[src/uart_mode_pkg.sv]
// constants and types shared by both ends of the mode-controlled serial link
// Operation
// - device transmit gated by cts, rts reports room
// - four-wire with flow control or two-wire data only
// - host holds device cts low in two-wire
// - default 115200 baud, 8N1, flow control on
// - dsr and dtr carry module state, not handshake
// - dsr assertion runs the selected mode action
`default_nettype none
package uart_mode_pkg;
  // ****************************************************************
  // line timing
  // ****************************************************************
  localparam int unsigned CLK_HZ    = 200_000_000;
  localparam int unsigned BAUD      = 115_200;
  localparam int unsigned BIT_CYC   = (CLK_HZ + BAUD / 2) / BAUD;
  localparam logic [10:0] BIT_CNT   = 11'(BIT_CYC - 1);
  localparam logic [10:0] HALF_CNT  = 11'(BIT_CYC / 2 - 1);
  localparam logic [2:0]  LAST_BIT  = 3'h7; // 8 data bits, no parity, 1 stop
  // ****************************************************************
  // receive buffer
  // ****************************************************************
  localparam int unsigned FIFO_W    = 8;
  localparam int unsigned FIFO_D    = 8;
  // two slots of slack: the far end may already be sending a byte
  localparam logic [3:0]  RTS_HIGH  = 4'h6;
  // ****************************************************************
  // dsr actions and reset state
  // ****************************************************************
  typedef enum logic [1:0] {
    ACT_CMD   = 2'h0,
    ACT_DISC  = 2'h1,
    ACT_UART  = 2'h2,
    ACT_SLEEP = 2'h3
  } dsr_act_e;
  localparam logic RST_UART_EN  = 1'h1;
  localparam logic RST_CONNECT  = 1'h1;
  // ****************************************************************
  // host register map
  // ****************************************************************
  localparam int unsigned ADDR_W    = 8;
  localparam logic [7:0]  OFF_CTRL  = 8'h00;
  localparam logic [7:0]  OFF_STAT  = 8'h04;
  localparam logic [7:0]  OFF_TXD   = 8'h08;
  localparam logic [7:0]  OFF_RXD   = 8'h0c;
  localparam int unsigned CTRL_FOUR = 0;
  localparam int unsigned CTRL_DSR  = 1;
  localparam logic [1:0]  RST_CTRL  = 2'h1;
  localparam int unsigned STAT_TXF  = 0;
  localparam int unsigned STAT_RXV  = 1;
  localparam int unsigned STAT_DTR  = 2;
  localparam int unsigned STAT_RTS  = 3;
  localparam int unsigned STAT_OVR  = 4;
  localparam logic [1:0]  RESP_OK   = 2'h0;
  localparam logic [1:0]  RESP_ERR  = 2'h2;
  // ****************************************************************
  // state machines
  // ****************************************************************
  typedef enum logic [3:0] {
    S_IDLE  = 4'b0001,
    S_START = 4'b0010,
    S_DATA  = 4'b0100,
    S_STOP  = 4'b1000
  } ser_state_e;
endpackage
`default_nettype wire

[src/uart_link_if.sv]
// wires between the module end and the host end, named from the module's view
`default_nettype none
interface uart_link_if;
  logic txd;
  logic rxd;
  logic cts_n;
  logic rts_n;
  logic dsr_n;
  logic dtr_n;
  modport dev  (output txd, rts_n, dtr_n, input rxd, cts_n, dsr_n);
  modport host (input txd, rts_n, dtr_n, output rxd, cts_n, dsr_n);
endinterface
`default_nettype wire

[src/uart_mode_dev.sv]
// module end: serial core, receive fifo and dsr-driven mode control
//
// The AXI4-Lite register port and the placing of the registers were decided locally.
`default_nettype none
// ****************************************************************
// serial transmitter
// ****************************************************************
module uart_tx import uart_mode_pkg::*; (
  // clock and reset
  input  wire logic       aclk,
  input  wire logic       aresetn,
  // byte in
  input  wire logic       enable,
  input  wire logic       in_valid,
  output logic            in_ready,
  input  wire logic [7:0] in_data,
  // line
  output logic            txd
);
  ser_state_e  st_ff;
  logic [10:0] cnt_ff;
  logic [2:0]  bit_ff;
  logic [7:0]  shf_ff;
  logic        txd_ff;
  logic        rdy_ff;
  wire         tick = (cnt_ff == 11'h0);
  wire         take = in_valid & rdy_ff;
  assign in_ready = rdy_ff;
  assign txd      = txd_ff;
  always_ff @(posedge aclk) begin
    if (!aresetn) begin
      st_ff  <= S_IDLE;
      cnt_ff <= 11'h0;
      bit_ff <= 3'h0;
      shf_ff <= 8'h0;
      txd_ff <= 1'b1;
      rdy_ff <= 1'b0;
    end else begin
      if (st_ff != S_IDLE) cnt_ff <= tick ? BIT_CNT : cnt_ff - 11'h1;
      unique case (st_ff)
        S_IDLE: begin
          rdy_ff <= enable & ~take;
          if (take) begin
            shf_ff <= in_data;
            txd_ff <= 1'b0;
            cnt_ff <= BIT_CNT;
            bit_ff <= 3'h0;
            st_ff  <= S_START;
          end
        end
        S_START: if (tick) begin
          txd_ff <= shf_ff[0];
          shf_ff <= {1'b0, shf_ff[7:1]};
          st_ff  <= S_DATA;
        end
        S_DATA: if (tick) begin
          txd_ff <= (bit_ff == LAST_BIT) ? 1'b1 : shf_ff[0];
          shf_ff <= {1'b0, shf_ff[7:1]};
          bit_ff <= bit_ff + 3'h1;
          if (bit_ff == LAST_BIT) st_ff <= S_STOP;
        end
        S_STOP: if (tick) st_ff <= S_IDLE;
      endcase
    end
  end
endmodule // uart_tx

// ****************************************************************
// serial receiver
// ****************************************************************
module uart_rx import uart_mode_pkg::*; (
  // clock and reset
  input  wire logic       aclk,
  input  wire logic       aresetn,
  // line
  input  wire logic       enable,
  input  wire logic       rxd,
  // byte out
  output logic            out_valid,
  output logic [7:0]      out_data
);
  ser_state_e  st_ff;
  logic [10:0] cnt_ff;
  logic [2:0]  bit_ff;
  logic [7:0]  shf_ff;
  logic        vld_ff;
  wire         tick = (cnt_ff == 11'h0);
  assign out_valid = vld_ff;
  assign out_data  = shf_ff;
  always_ff @(posedge aclk) begin
    if (!aresetn) begin
      st_ff  <= S_IDLE;
      cnt_ff <= 11'h0;
      bit_ff <= 3'h0;
      shf_ff <= 8'h0;
      vld_ff <= 1'b0;
    end else begin
      vld_ff <= 1'b0;
      if (st_ff != S_IDLE) cnt_ff <= tick ? BIT_CNT : cnt_ff - 11'h1;
      unique case (st_ff)
        S_IDLE: if (enable && !rxd) begin
          cnt_ff <= HALF_CNT;
          st_ff  <= S_START;
        end
        // a start bit gone high at mid-bit was a glitch
        S_START: if (tick) begin
          bit_ff <= 3'h0;
          st_ff  <= rxd ? S_IDLE : S_DATA;
        end
        S_DATA: if (tick) begin
          shf_ff <= {rxd, shf_ff[7:1]};
          bit_ff <= bit_ff + 3'h1;
          if (bit_ff == LAST_BIT) st_ff <= S_STOP;
        end
        // bad stop bit: frame dropped
        S_STOP: if (tick) begin
          vld_ff <= rxd;
          st_ff  <= S_IDLE;
        end
      endcase
    end
  end
endmodule // uart_rx
 // uart_mode_dev
`default_nettype wire

[src/uart_mode_host.sv]
// host end: axi4-lite register slave driving the serial link and dsr
`default_nettype none
module uart_mode_host import uart_mode_pkg::*; (
  // clock and reset
  input  wire logic              aclk,
  input  wire logic              aresetn,
  // link
  uart_link_if.host              link,
  // axi4-lite write
  input  wire logic              awvalid,
  output logic                   awready,
  input  wire logic [ADDR_W-1:0] awaddr,
  input  wire logic              wvalid,
  output logic                   wready,
  input  wire logic [31:0]       wdata,
  input  wire logic [3:0]        wstrb,
  output logic                   bvalid,
  input  wire logic              bready,
  output logic [1:0]             bresp,
  // axi4-lite read
  input  wire logic              arvalid,
  output logic                   arready,
  input  wire logic [ADDR_W-1:0] araddr,
  output logic                   rvalid,
  input  wire logic              rready,
  output logic [31:0]            rdata,
  output logic [1:0]             rresp
);
  function automatic logic hit(input logic [ADDR_W-1:0] a, input logic [7:0] off);
    hit = (a[ADDR_W-1:2] == off[ADDR_W-1:2]);
  endfunction

  logic [1:0]        ctrl_ff;
  logic              aw_h_ff;
  logic              w_h_ff;
  logic [ADDR_W-1:0] wa_ff;
  logic [31:0]       wd_ff;
  logic [3:0]        ws_ff;
  logic              awr_ff;
  logic              wr_ff;
  logic              bv_ff;
  logic [1:0]        br_ff;
  logic              arr_ff;
  logic              rv_ff;
  logic [31:0]       rd_ff;
  logic [1:0]        rr_ff;
  logic [7:0]        txb_ff;
  logic              txv_ff;
  logic [7:0]        rxb_ff;
  logic              rxv_ff;
  logic              ovr_ff;
  logic              cts_n_ff;
  logic              dsr_n_ff;
  logic              tx_rdy;
  logic              rx_v;
  logic [7:0]        rx_d;

  // ****************************************************************
  // bus decode
  // ****************************************************************
  wire        aw_take  = awvalid & awr_ff;
  wire        w_take   = wvalid & wr_ff;
  wire        do_wr    = aw_h_ff & w_h_ff & ~bv_ff;
  wire        aw_nxt   = ~do_wr & (aw_h_ff | aw_take);
  wire        w_nxt    = ~do_wr & (w_h_ff | w_take);
  wire        bv_nxt   = do_wr | (bv_ff & ~bready);
  wire        ar_take  = arvalid & arr_ff;
  wire        rv_nxt   = ar_take | (rv_ff & ~rready);
  wire        wr_ctrl  = do_wr & hit(wa_ff, OFF_CTRL) & ws_ff[0];
  wire        wr_tx    = do_wr & hit(wa_ff, OFF_TXD) & ws_ff[0] & ~txv_ff;
  wire        wr_bad   = do_wr & ~hit(wa_ff, OFF_CTRL) & ~hit(wa_ff, OFF_TXD);
  wire        wr_full  = do_wr & hit(wa_ff, OFF_TXD) & txv_ff;
  wire        rd_ctrl  = hit(araddr, OFF_CTRL);
  wire        rd_stat  = hit(araddr, OFF_STAT);
  wire        rd_rx    = hit(araddr, OFF_RXD);
  wire        rd_ok    = rd_ctrl | rd_stat | rd_rx;
  wire        pop      = ar_take & rd_rx & rxv_ff;
  wire        stat_clr = ar_take & rd_stat;
  wire        four     = ctrl_ff[CTRL_FOUR];
  wire [31:0] stat_w   = {27'h0, ovr_ff, ~link.rts_n, ~link.dtr_n, rxv_ff, txv_ff};
  wire [31:0] rd_mux   = rd_ctrl ? {30'h0, ctrl_ff} :
                         rd_stat ? stat_w :
                         rd_rx   ? {24'h0, rxb_ff} : 32'h0;
  wire        tx_gate  = ~four | ~link.rts_n;
  wire        tx_take  = txv_ff & tx_rdy;
  assign awready    = awr_ff;
  assign wready     = wr_ff;
  assign bvalid     = bv_ff;
  assign bresp      = br_ff;
  assign arready    = arr_ff;
  assign rvalid     = rv_ff;
  assign rdata      = rd_ff;
  assign rresp      = rr_ff;
  assign link.cts_n = cts_n_ff;
  assign link.dsr_n = dsr_n_ff;

  uart_tx u_tx (
    .aclk     (aclk),
    .aresetn  (aresetn),
    .enable   (tx_gate),
    .in_valid (txv_ff),
    .in_ready (tx_rdy),
    .in_data  (txb_ff),
    .txd      (link.rxd)
  );
  uart_rx u_rx (
    .aclk      (aclk),
    .aresetn   (aresetn),
    .enable    (1'b1),
    .rxd       (link.txd),
    .out_valid (rx_v),
    .out_data  (rx_d)
  );

  // ****************************************************************
  // bus handshakes
  // ****************************************************************
  always_ff @(posedge aclk) begin
    if (!aresetn) begin
      aw_h_ff <= 1'b0;
      w_h_ff  <= 1'b0;
      awr_ff  <= 1'b0;
      wr_ff   <= 1'b0;
      bv_ff   <= 1'b0;
      br_ff   <= RESP_OK;
      arr_ff  <= 1'b0;
      rv_ff   <= 1'b0;
      rr_ff   <= RESP_OK;
      rd_ff   <= 32'h0;
      wa_ff   <= '0;
      wd_ff   <= 32'h0;
      ws_ff   <= 4'h0;
    end else begin
      aw_h_ff <= aw_nxt;
      w_h_ff  <= w_nxt;
      awr_ff  <= ~aw_nxt & ~bv_nxt;
      wr_ff   <= ~w_nxt & ~bv_nxt;
      bv_ff   <= bv_nxt;
      arr_ff  <= ~rv_nxt;
      rv_ff   <= rv_nxt;
      if (aw_take) wa_ff <= awaddr;
      if (w_take) begin
        wd_ff <= wdata;
        ws_ff <= wstrb;
      end
      if (do_wr) br_ff <= (wr_bad | wr_full) ? RESP_ERR : RESP_OK;
      if (ar_take) begin
        rd_ff <= rd_mux;
        rr_ff <= rd_ok ? RESP_OK : RESP_ERR;
      end
    end
  end

  // ****************************************************************
  // link side state
  // ****************************************************************
  always_ff @(posedge aclk) begin
    if (!aresetn) begin
      ctrl_ff  <= RST_CTRL;
      txb_ff   <= 8'h0;
      txv_ff   <= 1'b0;
      rxb_ff   <= 8'h0;
      rxv_ff   <= 1'b0;
      ovr_ff   <= 1'b0;
      cts_n_ff <= 1'b1;
      dsr_n_ff <= 1'b1;
    end else begin
      if (wr_ctrl) ctrl_ff <= wd_ff[1:0];
      if (wr_tx) txb_ff <= wd_ff[7:0];
      txv_ff <= wr_tx | (txv_ff & ~tx_take);
      if (rx_v) rxb_ff <= rx_d;
      rxv_ff <= rx_v | (rxv_ff & ~pop);
      // a new overrun beats the clearing status read
      ovr_ff <= (rx_v & rxv_ff & ~pop) | (ovr_ff & ~stat_clr);
      // one byte of room: stop the module once it is taken
      cts_n_ff <= four ? (rxv_ff | rx_v) : 1'b0;
      dsr_n_ff <= ~ctrl_ff[CTRL_DSR];
    end
  end
endmodule // uart_mode_host
`default_nettype wire

[src/flat_wrapper.sv]
// flat-port wrapper written by rule: the top's interface ports become plain ports
module uart_mode_host_flat import uart_mode_pkg::*;
  (aclk, aresetn, awvalid, awready, awaddr, wvalid, wready, wdata, wstrb, bvalid, bready, bresp, arvalid, arready, araddr, rvalid, rready, rdata, rresp, link_txd, link_rts_n, link_dtr_n, link_rxd, link_cts_n, link_dsr_n);
  uart_link_if link_i ();
  input  wire logic aclk;
  input  wire logic aresetn;
  input  wire logic awvalid;
  output logic awready;
  input  wire logic [ADDR_W-1:0] awaddr;
  input  wire logic wvalid;
  output logic wready;
  input  wire logic [31:0] wdata;
  input  wire logic [3:0] wstrb;
  output logic bvalid;
  input  wire logic bready;
  output logic [1:0] bresp;
  input  wire logic arvalid;
  output logic arready;
  input  wire logic [ADDR_W-1:0] araddr;
  output logic rvalid;
  input  wire logic rready;
  output logic [31:0] rdata;
  output logic [1:0] rresp;
  input wire logic [$bits(link_i.txd)-1:0] link_txd;
  input wire logic [$bits(link_i.rts_n)-1:0] link_rts_n;
  input wire logic [$bits(link_i.dtr_n)-1:0] link_dtr_n;
  output wire logic [$bits(link_i.rxd)-1:0] link_rxd;
  output wire logic [$bits(link_i.cts_n)-1:0] link_cts_n;
  output wire logic [$bits(link_i.dsr_n)-1:0] link_dsr_n;
  assign link_i.txd = link_txd;
  assign link_i.rts_n = link_rts_n;
  assign link_i.dtr_n = link_dtr_n;
  assign link_rxd = link_i.rxd;
  assign link_cts_n = link_i.cts_n;
  assign link_dsr_n = link_i.dsr_n;
  uart_mode_host u_core (.aclk(aclk), .aresetn(aresetn), .link(link_i), .awvalid(awvalid), .awready(awready), .awaddr(awaddr), .wvalid(wvalid), .wready(wready), .wdata(wdata), .wstrb(wstrb), .bvalid(bvalid), .bready(bready), .bresp(bresp), .arvalid(arvalid), .arready(arready), .araddr(araddr), .rvalid(rvalid), .rready(rready), .rdata(rdata), .rresp(rresp));
endmodule
[config.mk]
export PLATFORM = sky130hd
export DESIGN_NAME = uart_mode_host_flat
export DESIGN_NICKNAME = d
export VERILOG_FILES = /design/src/uart_mode_pkg.sv /design/src/uart_link_if.sv /design/src/uart_mode_dev.sv /design/src/uart_mode_host.sv /design/src/flat_wrapper.sv
export SDC_FILE = /design/constraint.sdc
export NUM_CORES = 1
export LEC_CHECK = 0
export BUFFER_PORTS_ARGS = -buffer_cell sky130_fd_sc_hd__buf_2
export CAP_MARGIN = 20
export CORE_ASPECT_RATIO = 0.5
export CORE_UTILIZATION = 28
export CTS_CLUSTER_DIAMETER = 120
export DETAILED_ROUTE_END_ITERATION = 10
export PLACE_DENSITY = 0.58
export SYNTH_ARGS = -nofsm -noshare
export SYNTH_HDL_FRONTEND = slang
export SYNTH_SLANG_ARGS = --single-unit
[constraint.sdc]
create_clock -name aclk -period 2.3 [get_ports aclk]
set_clock_uncertainty 0.2 [all_clocks]
set_input_delay 0.115 -clock aclk [delete_from_list [all_inputs] [get_ports aclk]]
set_output_delay 0.115 -clock aclk [all_outputs]
set_load 0.05 [all_outputs]
Word-level counts from Yosys, hierarchy flattened --
Cells that the tools add are included.
Storage, ports and cells: memory bits (writable) 0, register bits after elaboration 138, logic and storage cells 179, bits in read-only memories 0, memories 0, bits in latches 0
Cells by class: shift-type cells 0, magnitude comparators 0, equality and inequality tests 26, divide/modulo/power cells 0, muxes and demuxes 41, reductions and logical operators 17, multipliers 0, add/subtract/negate cells 4, bitwise gates (word level) 59
Operators by type and width (count):
- 2-to-1 mux 11 bit | 8
- 2-to-1 mux 32 bit | 2
- 2-to-1 mux 4 bit | 10
- one-hot mux 4 bit (4 select lines) | 2
- bitwise AND 1 bit | 29
- 2-to-1 mux 8 bit | 3
- logical NOT 11 bit | 2
- subtractor 11 x 1 -> 11 bit, second input constant | 2
- != test 2 bit, second input constant | 9
- inverter 1 bit | 18
- one-hot mux 8 bit (2 select lines) | 1
- 2-to-1 mux 3 bit | 5
- equality test 6 x 2 -> 1 bit, second input constant | 2
- logical NOT 6 bit | 2
- OR 1 bit | 12
- one-hot mux 3 bit (2 select lines) | 2
- AND reduction 3 bit | 4
- AND reduction 5 bit | 2
- equality test 4 x 1 -> 1 bit, second input constant | 2
- equality test 4 x 2 -> 1 bit, second input constant | 2
- equality test 4 x 3 -> 1 bit, second input constant | 2
- equality test 4 bit, second input constant | 2
- != test 4 x 1 -> 1 bit, second input constant | 2
- adder 3 x 1 -> 3 bit, second input constant | 2
- 11 further kinds | 20

Longest topological paths before layout --
Gate-level depths: netlist of the first run.
word-level depth 6, depth in mapped cells 8, depth with buffers taken out 6

Hierarchy --
Synthesis of the first run repeated with hierarchy kept, for this count alone.
Unflattened totals: cells, all modules 574, area total of the unflattened synthesis 5333.9 µm²
Modules (own cells, without submodules):
- uart_mode_host | cells each 253, area each 2331.0 µm², times used 1
- uart_tx | cells each 168, area each 1571.5 µm², times used 1
- uart_rx | cells each 153, area each 1431.4 µm², times used 1

Least setup slack after synthesis of the first run --
No wires, ideal clock.
kind register to register, start point register u_core.u_rx.cnt_ff[0], end point register u_core.u_rx.st_ff[1], library setup time 72 ps, stages on the path, launching flop included 8, data arrival time 1635 ps, clock period less this slack 1906 ps, path slack 394 ps, path through dfxtp_1 -> inv_1 -> ha_1 -> nor2b_1 -> clkbuf_1 -> and3_1 -> o32ai_1 -> mux2i_1
On the way: longest elaborated chain between the ends 3, elaborated cells between the ends (all ways) 5
Ends and longest elaborated chain:
- start, declared | line uart_mode_dev.sv:83 | logic [10:0] cnt_ff;
- start signal, assigned | line uart_mode_dev.sv:99 | if (st_ff != S_IDLE) cnt_ff <= tick ? BIT_CNT : cnt_ff - 11'h1;
- logical NOT 11 bit (*) | line uart_mode_dev.sv:87 | wire tick = (cnt_ff == 11'h0);
- != test 2 bit (no source line)
- AND reduction 5 bit (no source line) (*)
- end signal, assigned | line uart_mode_dev.sv:108 | st_ff <= rxd ? S_IDLE : S_DATA;
- end, declared | line uart_mode_dev.sv:82 | ser_state_e st_ff;
Every way passes the cells marked *; elsewhere a longest branch is shown, timed or not. A chain may end at the register's enable or synchronous reset.

Worst setup path in the final report of the first run --
start point register u_core.u_tx.cnt_ff[0], end point register u_core.u_tx.cnt_ff[5]
On the way: longest elaborated chain between the ends 5, elaborated cells between the ends (all ways) 6
Ends and longest elaborated chain:
- start, declared | line uart_mode_dev.sv:21 | logic [10:0] cnt_ff;
- start signal, assigned | line uart_mode_dev.sv:39 | if (st_ff != S_IDLE) cnt_ff <= tick ? BIT_CNT : cnt_ff - 11'h1;
- subtractor 11 x 1 -> 11 bit / logical NOT 11 bit (equally long branches) | line uart_mode_dev.sv:39, uart_mode_dev.sv:26
- 2-to-1 mux 11 bit (*) (2 in series) | line uart_mode_dev.sv:39
- 2-to-1 mux 11 bit | line uart_mode_dev.sv:43 | if (take) begin
- 2-to-1 mux 11 bit (*) | line uart_mode_dev.sv:40 | unique case (st_ff)
Marked as above.

==> flow_summary_export.csv, run 1 <==
group,metric,value,unit
worst_setup_path,worst_setup_path_class,"flop to flop",
routing,routed_wire_length_per_instance,12.8,um
yosys,synth-warning-count,0,
yosys,ys_async_sr_fraction,0,%
yosys,synth.cell_area,0.00520,mm^2
placement,hpwlAfterDp,8020,um
worst_setup_path,r2r_cells,7,
yosys,synth-seq-area-share,42.4,%
timing,slew_headroom,55.9,%
clocking,cts_made_buffers,9,
timing,final_layout_setup_total_negative_slack,0,ns
global_routing,overall_global_routing_resource_usage,12.5,%
yosys,compound_cell_area_share_of_the_yosys_netlist,16.4,%
power,vdd_ir_drop_max,0.414,mV
worst_setup_path,worst-path-max-fanout,11,
clocking,clkLatencyLatePin,0.35,ns
yosys,postSynthAreaPerCell,8.66,um^2
global_routing,met2_use_gr,19.9,%
power,power.density_cell_area,954,mW/mm^2
clocking,clockRootBuffer,"sky130_fd_sc_hd__clkbuf_16",
global_routing,grt_start_max_net_pins,50,
die,core.rowCount,34,
finish,antenna_cells_inserted,0,
clocking,cts-htree-levels,3,
timing,tightestPinTransition,0.660,ns
worst_setup_path,critPathRequiredTime,2.37,ns
placement,finalWeightedCongestion,0.782,
global_routing,grt_antenna_before_repair,0,
timing,fmax,478,MHz
job,max_cap_violations,0,
outcome,outcome,"complete, no violations",
yosys,synth.distinct_cells,62,
finish,synthToLayoutAreaGrowth,18.6,%
die,dieHeight,98.4,um
routing,route.vias.total,4380,
worst_setup_path,timing.rr.end,"u_core.u_tx.cnt_ff[5]$_SDFF_PN0_",
yosys,post_synth_fa_ha_maj_area_fraction,1.93,%
global_routing,grt_pass1_wl,20000,um
worst_setup_path,reg2reg_setup_slack,0.21,ns
routing,route.detailed.drc,0,
timing,report.final.hold_viol_count,0,
routing,count_of_antenna_violating_nets_left_after_detailed_routing,0,
timing,drv_slew,0,
hold_path,hp-class,"input pin to flop",
global_routing,grt_use_met1,17.3,%
worst_setup_path,launch_instance_of_the_worst_register_to_register_path,"u_core.u_tx.cnt_ff[0]$_SDFF_PN0_",
hold_path,whs_endpoint,"u_core.ctrl_ff[0]$_SDFFE_PN1P_",
routing,drt_wl_total,11600,um
global_routing,grt_util_met3,2.52,%
routing,detailedRoute.firstPassIterationCount,4,
worst_setup_path,critPathLaunchType,"flop",
yosys,synth_xor_area_share,1.68,%
die,die-width,195,um
yosys,ys.flop_type,"sky130_fd_sc_hd__dfxtp_1",
timing,setup_viol,0,
yosys,yosys-mux-area-fraction,5.97,%
finish,layout.nets,738,
die,die_area,0.0191,mm^2
power,cellLeakagePower,2.28,nW
die,core,0.0178,mm^2
global_routing,number_of_global_route_vias_before_repair,4128,
hold_path,worst_hold_startpoint,"aresetn",
power,report.power.total,5.88,mW
global_routing,grt.busiest_layer,"met2",
timing,period_share,90.9,%
die,num_io_pins,106,
clocking,clock_path_buffers,2,
timing,finalWorstPathRequiredPeriod,2.09,ns
yosys,synthesis.instances,600,
worst_setup_path,worst-endpoint-arrival,2.16,ns
routing,drt_first_iter_violations,228,
placement,io_buffer_count,48,
yosys,post_synth_simple_gate_area,23.1,%
global_routing,grt_overflow,0,
hold_path,worstHoldPathCells,3,
finish,num-fill-cells,1886,
yosys,synth_top_family_by_area,"simple AND/OR/NAND/NOR gates",
finish,post_route_cells_drive_above_1_share,14.4,%
clocking,cts.sinks,110,
routing,avgViaCountPerCell,4.83,
clocking,clk_pin_slew_worst_paths,0.08,ns
timing,rsz_0062_raised_after_global_routing,"no",
die,floorplan.initialDensity,29.2,%
yosys,post_synth_edffs,0,
yosys,post_synthesis_sequential_element_count,110,
clocking,cts_tree,"done",
worst_setup_path,end_kind,"flop",
-- synthesized netlist by cell type (3+ instances only) --
library cell	n	area share (%)
sky130_fd_sc_hd__a211oi_1	16	2.3
sky130_fd_sc_hd__a21oi_1	60	5.8
sky130_fd_sc_hd__a221oi_1	3	0.51
sky130_fd_sc_hd__a22oi_1	3	0.43
sky130_fd_sc_hd__a31oi_1	9	1.1
sky130_fd_sc_hd__and2_1	5	0.60
sky130_fd_sc_hd__and3_1	6	0.72
sky130_fd_sc_hd__buf_1	3	0.22
sky130_fd_sc_hd__buf_2	9	0.87
sky130_fd_sc_hd__buf_4	30	4.3
sky130_fd_sc_hd__buf_6	3	0.65
sky130_fd_sc_hd__clkbuf_1	17	1.2
sky130_fd_sc_hd__dfxtp_1	110	42
sky130_fd_sc_hd__ha_1	8	1.9
sky130_fd_sc_hd__inv_1	13	0.94
sky130_fd_sc_hd__mux2i_1	31	6.0
sky130_fd_sc_hd__nand2_1	84	6.1
sky130_fd_sc_hd__nand2b_1	8	0.96
sky130_fd_sc_hd__nand3_1	23	2.2
sky130_fd_sc_hd__nand3b_1	4	0.58
sky130_fd_sc_hd__nand4_1	9	1.1
sky130_fd_sc_hd__nand4b_1	3	0.51
sky130_fd_sc_hd__nor2_1	42	3.0
sky130_fd_sc_hd__nor2b_1	3	0.36
sky130_fd_sc_hd__nor3_1	7	0.67
sky130_fd_sc_hd__nor3b_1	4	0.58
sky130_fd_sc_hd__nor4_1	5	0.60
sky130_fd_sc_hd__nor4_2	3	0.72
sky130_fd_sc_hd__o211ai_1	6	0.87
sky130_fd_sc_hd__o21ai_0	17	1.6
sky130_fd_sc_hd__o31ai_1	3	0.43
sky130_fd_sc_hd__or4_1	3	0.43
sky130_fd_sc_hd__or4b_1	4	0.77
sky130_fd_sc_hd__xor2_1	8	1.3
-- how the worst max path moves through the flow --
stage,startpoint,to,depth (start not counted)
2_1_floorplan,u_core.u_rx.cnt_ff[0]$_SDFF_PN0_,u_core.u_rx.st_ff[1]$_SDFFE_PN0P_,7
3_3_place_gp,u_core.u_tx.cnt_ff[0]$_SDFF_PN0_,u_core.u_tx.cnt_ff[5]$_SDFF_PN0_,7
3_5_place_dp,u_core.u_tx.cnt_ff[0]$_SDFF_PN0_,u_core.u_tx.cnt_ff[5]$_SDFF_PN0_,7
4_1_cts,u_core.u_tx.cnt_ff[0]$_SDFF_PN0_,u_core.u_tx.cnt_ff[5]$_SDFF_PN0_,7
5_1_grt,u_core.u_tx.cnt_ff[0]$_SDFF_PN0_,u_core.u_tx.cnt_ff[5]$_SDFF_PN0_,7
6_report,u_core.u_tx.cnt_ff[0]$_SDFF_PN0_,u_core.u_tx.cnt_ff[5]$_SDFF_PN0_,7
-- layout by cell type (no fill, tap or decap), types with 18 or more instances in the layout --
master	n
sky130_fd_sc_hd__a21oi_1	60
sky130_fd_sc_hd__buf_2	48
sky130_fd_sc_hd__buf_4	18
sky130_fd_sc_hd__conb_1	26
sky130_fd_sc_hd__dfxtp_1	110
sky130_fd_sc_hd__dlygate4sd3_1	29
sky130_fd_sc_hd__mux2i_1	31
sky130_fd_sc_hd__nand2_1	84
sky130_fd_sc_hd__nand3_1	23
sky130_fd_sc_hd__nor2_1	42
-- layer usage --
metal  part of all wire [%]  vias to the layer above
met5                      0                        -
met4                    1.4                        0
met3                    2.9                       12
met2                     44                       64
met1                     51                     2087
li1                       -                     2217
-- final cells by class --
cell class / instances / area, um^2 / area share (%)
clock inverter: 5 / 47.5 / 0.771
clock buffer: 11 / 233 / 3.78
tap: 234 / 293 / 4.75
timing repair buffer: 96 / 686 / 11.1
sequential: 110 / 2200 / 35.7
multi-input combinational: 437 / 2650 / 43.0
inverter: 14 / 52.6 / 0.853
-- state kept, by name (all words and copies together), names as in the netlist, 6 cells and up --
signal and cells:
u_core.u_rx.cnt_ff 11, u_core.u_tx.cnt_ff 11, u_core.rdata 8, u_core.u_rx.out_data 8
u_core.u_tx.shf_ff 8, u_core.wd_ff 8, u_core.wa_ff 6, u_core.rxb_ff 8
u_core.txb_ff 8
-- stage by stage --
step / cell area [um^2] / std cells / worst slack, ns / util (%) / hold WS (ns)
5_1_grt: 6160 / 907 / 0.0409 / 34.7 / 0.0301
6_report: 6160 / 907 / 0.209 / 34.7 / 0.0263
2_1_floorplan: 5290 / 625 / 0.394 / - / 0.0510
3_3_place_gp: 5590 / 862 / 0.164 / 31.4 / 0.158
4_1_cts: 6160 / 907 / 0.148 / 34.7 / 0.0191
3_5_place_dp: 5590 / 862 / 0.164 / 31.4 / 0.165
-- worst max-delay path, cell delays in order (launching register included) --
cell and delay [ns]:
sky130_fd_sc_hd__dfxtp_1 0.38, sky130_fd_sc_hd__inv_1 0.08, sky130_fd_sc_hd__ha_1 0.19, sky130_fd_sc_hd__nor3b_1 0.15, sky130_fd_sc_hd__and3_2 0.27, sky130_fd_sc_hd__buf_4 0.17
sky130_fd_sc_hd__or4_1 0.45, sky130_fd_sc_hd__a31oi_1 0.13
-- repair_timing --
| item | CTS | global route |
|---|---|---|
| setup endpoints to repair | 0 | 3 |
| hold endpoints to repair | 28 | 0 |
| hold buffers | 29 | 0 |
| buffers inserted | 0 | 0 |
| gates resized for setup | 0 | 1 |
-- cells by family after synthesis --
group / count (synthesis)
simple gates: 226
other cells: 1
mux: 31
xor+xnor: 10
flops: 110
compound gates: 136
fa+ha+maj: 8
buf+inv: 78
-- power breakdown --
group / total [mW] / leakage (nW) / internal [mW] / switching, mW
clock network: 1.51 / 0.135 / 0.761 / 0.745
registers: 2.42 / 0.896 / 2.13 / 0.286
logic: 1.96 / 1.25 / 0.814 / 1.15
(Power assumes the default switching activity.)
==> run 2: changes to the inputs <==
==> constraint.sdc (replaced) <==
create_clock -name aclk -period 2.3 [get_ports aclk]
set_clock_uncertainty 0.2 [all_clocks]
set_input_delay 0.23 -clock aclk [delete_from_list [all_inputs] [get_ports aclk]]
set_output_delay 0.23 -clock aclk [all_outputs]
set_load 0.05 [all_outputs]
==> flow_summary_export.csv, run 2 (synthesis results as in run 1) <==
group,metric,value,unit
worst_setup_path,timing.critical_path.cells,"nor4b_1 > and4_1 > nand2b_1 > a21oi_1",
routing,route.detailed.drc,0,
worst_setup_path,critical_path.max_stage_delay,0.57,ns
clocking,cts_made_buffers,9,
clocking,clock_path_buffers,2,
routing,avgViaCountPerCell,4.86,
routing,drt_wl_total,11800,um
power,vdd_ir_drop_max,0.411,mV
finish,antenna_cells_inserted,0,
routing,route.vias.total,4358,
die,dieHeight,98.4,um
worst_setup_path,reg2reg_setup_slack,0.15,ns
placement,hpwlAfterDp,8050,um
timing,drv_slew,0,
die,num_io_pins,106,
worst_setup_path,path_buf_inv,0,
worst_setup_path,r2r_cells,4,
timing,worst_slack_setup_final,0.153,ns
global_routing,grt_antenna_before_repair,0,
placement,finalWeightedCongestion,0.801,
finish,top_regs,"u_core.u_rx.cnt_ff x11, u_core.u_tx.cnt_ff x11",
power,cellLeakagePower,2.26,nW
die,floorplan.initialDensity,29.2,%
global_routing,grt_pass1_wl,19800,um
finish,mostFrequentLayoutCell,"sky130_fd_sc_hd__dfxtp_1",
finish,synthToLayoutAreaGrowth,16.8,%
clocking,cts.sinks,110,
clocking,clkLatencyLatePin,0.35,ns
die,die_area,0.0191,mm^2
timing,period_share,93.3,%
die,die-width,195,um
outcome,outcome,"complete, no violations",
timing,tightestPinTransition,0.665,ns
worst_setup_path,launch_instance_of_the_worst_register_to_register_path,"u_core.u_rx.st_ff[2]$_SDFFE_PN0P_",
hold_path,whs_endpoint,"u_core.wa_ff[3]$_SDFFE_PN0P_",
global_routing,overall_global_routing_resource_usage,12.6,%
worst_setup_path,end_kind,"flop",
routing,detailedRoute.firstPassIterationCount,4,
global_routing,grt_start_max_net_pins,54,
placement,pre_cts_slack,0.155,ns
routing,drt_first_iter_violations,223,
worst_setup_path,worst_setup_path_class,"flop to flop",
worst_setup_path,critical_path.top_delay_family,"simple AND/OR/NAND/NOR gates",
clocking,cts-htree-levels,3,
worst_setup_path,worst-path-max-fanout,11,
worst_setup_path,critPathRequiredTime,2.37,ns
worst_setup_path,critPathLaunchType,"flop",
finish,leading_cell_types_in_the_layout_fill_and_taps_excluded,"sky130_fd_sc_hd__dfxtp_1 (110), sky130_fd_sc_hd__nand2_1 (84), sky130_fd_sc_hd__a21oi_1 (60)",
hold_path,worstHoldPathCells,3,
worst_setup_path,worst-path-stages,4,
finish,layout.nets,727,
timing,rsz_0062_raised_after_global_routing,"no",
die,core.rowCount,34,
clocking,clockRootBuffer,"sky130_fd_sc_hd__clkbuf_16",
hold_path,worst_hold_startpoint,"awvalid",
worst_setup_path,cell_at_the_slowest_stage_of_the_critical_path,"sky130_fd_sc_hd__dfxtp_1",
job,max_cap_violations,0,
timing,finalWorstPathRequiredPeriod,2.15,ns
placement,io_buffer_count,48,
global_routing,number_of_global_route_vias_before_repair,4021,
timing,slew_headroom,55.5,%
placement,dp_cells,863,
clocking,cts_tree,"done",
power,power.density_cell_area,982,mW/mm^2
hold_path,hp-class,"input pin to flop",
routing,routed_wire_length_per_instance,13.2,um
worst_setup_path,worst_setup_path_startpoint,"u_core.u_rx.st_ff[2]$_SDFFE_PN0P_",
global_routing,grt_overflow,0,
worst_setup_path,worst-endpoint-arrival,2.22,ns
finish,fin_util,34.1,%
timing,final_layout_setup_total_negative_slack,0,ns
finish,num-fill-cells,1868,
timing,setup_viol,0,
timing,report.final.hold_viol_count,0,
finish,post_layout_nonfiller_instances,896,
routing,count_of_antenna_violating_nets_left_after_detailed_routing,0,
clocking,clk_pin_slew_worst_paths,0.07,ns
worst_setup_path,timing.rr.end,"u_core.u_rx.bit_ff[0]$_SDFFE_PN0P_",
timing,fmax,466,MHz
finish,post_route_cells_drive_above_1_share,15.1,%
die,core,0.0178,mm^2
run 2: changes by cell type in the layout (fill, tap and decap cells not counted), sizes merged:
cell	delta
clkinv	+1
clkinvlp	-1
buf	+1
dlygate4sd3	-12
run 2: timing repair:
item                                    in CTS  in global routing
endpoints found under the hold margin       17                  0
hold buffers                                17                  0
resized for setup                            0                  1
setup buffers                                0                  0
endpoints found under the setup margin       0                  1
run 2: area by class of cell:
cell class | count | area, um^2 | area share (%)
Multi-Input combinational cell | 437 | 2650 | 43.7
Sequential cell | 110 | 2200 | 36.3
Timing Repair Buffer | 85 | 573 | 9.44
Tap cell | 234 | 293 | 4.82
Clock buffer | 11 | 253 | 4.16
Inverter | 14 | 52.6 | 0.866
Clock inverter | 5 | 46.3 | 0.763
run 2: layer usage:
metal	routed length (um)	part of all wire, %	global-route usage (%)
met1	5960	50	17.1
met2	5280	45	20.0
met5	0	0	0
met3	457	3.9	2.38
met4	138	1.2	4.58
run 2: worst max-delay path by stage:
stage                                         end  slack, ns
6_report       u_core.u_rx.bit_ff[0]$_SDFFE_PN0P_       0.15
5_1_grt          u_core.u_tx.cnt_ff[5]$_SDFF_PN0_       0.04
4_1_cts          u_core.u_tx.cnt_ff[5]$_SDFF_PN0_       0.14
3_5_place_dp     u_core.u_tx.cnt_ff[5]$_SDFF_PN0_       0.15
3_3_place_gp     u_core.u_tx.cnt_ff[5]$_SDFF_PN0_       0.20
2_1_floorplan   u_core.u_rx.st_ff[1]$_SDFFE_PN0P_       0.39
run 2: worst register-to-register path: stages (launching register included):
cell,delay (ns)
sky130_fd_sc_hd__dfxtp_1,0.57
sky130_fd_sc_hd__nor4b_1,0.49
sky130_fd_sc_hd__and4_1,0.54
sky130_fd_sc_hd__nand2b_1,0.10
sky130_fd_sc_hd__a21oi_1,0.18
run 2: power by group:
part / internal [mW] / switching [mW]
combinational: 0.818 / 1.15
sequential: 2.13 / 0.284
clock: 0.818 / 0.757
run 2: stage by stage:
step                      hold WS [ns]  cell area (um^2)  power (mW)
after detailed placement         0.249              5600        4.38
after CTS                      0.00994              6070        5.99
after global placement           0.241              5600        4.35
after floorplan                  0.166              5290        3.91
after global routing            0.0229              6070        6.34
final                           0.0174              6070        5.96
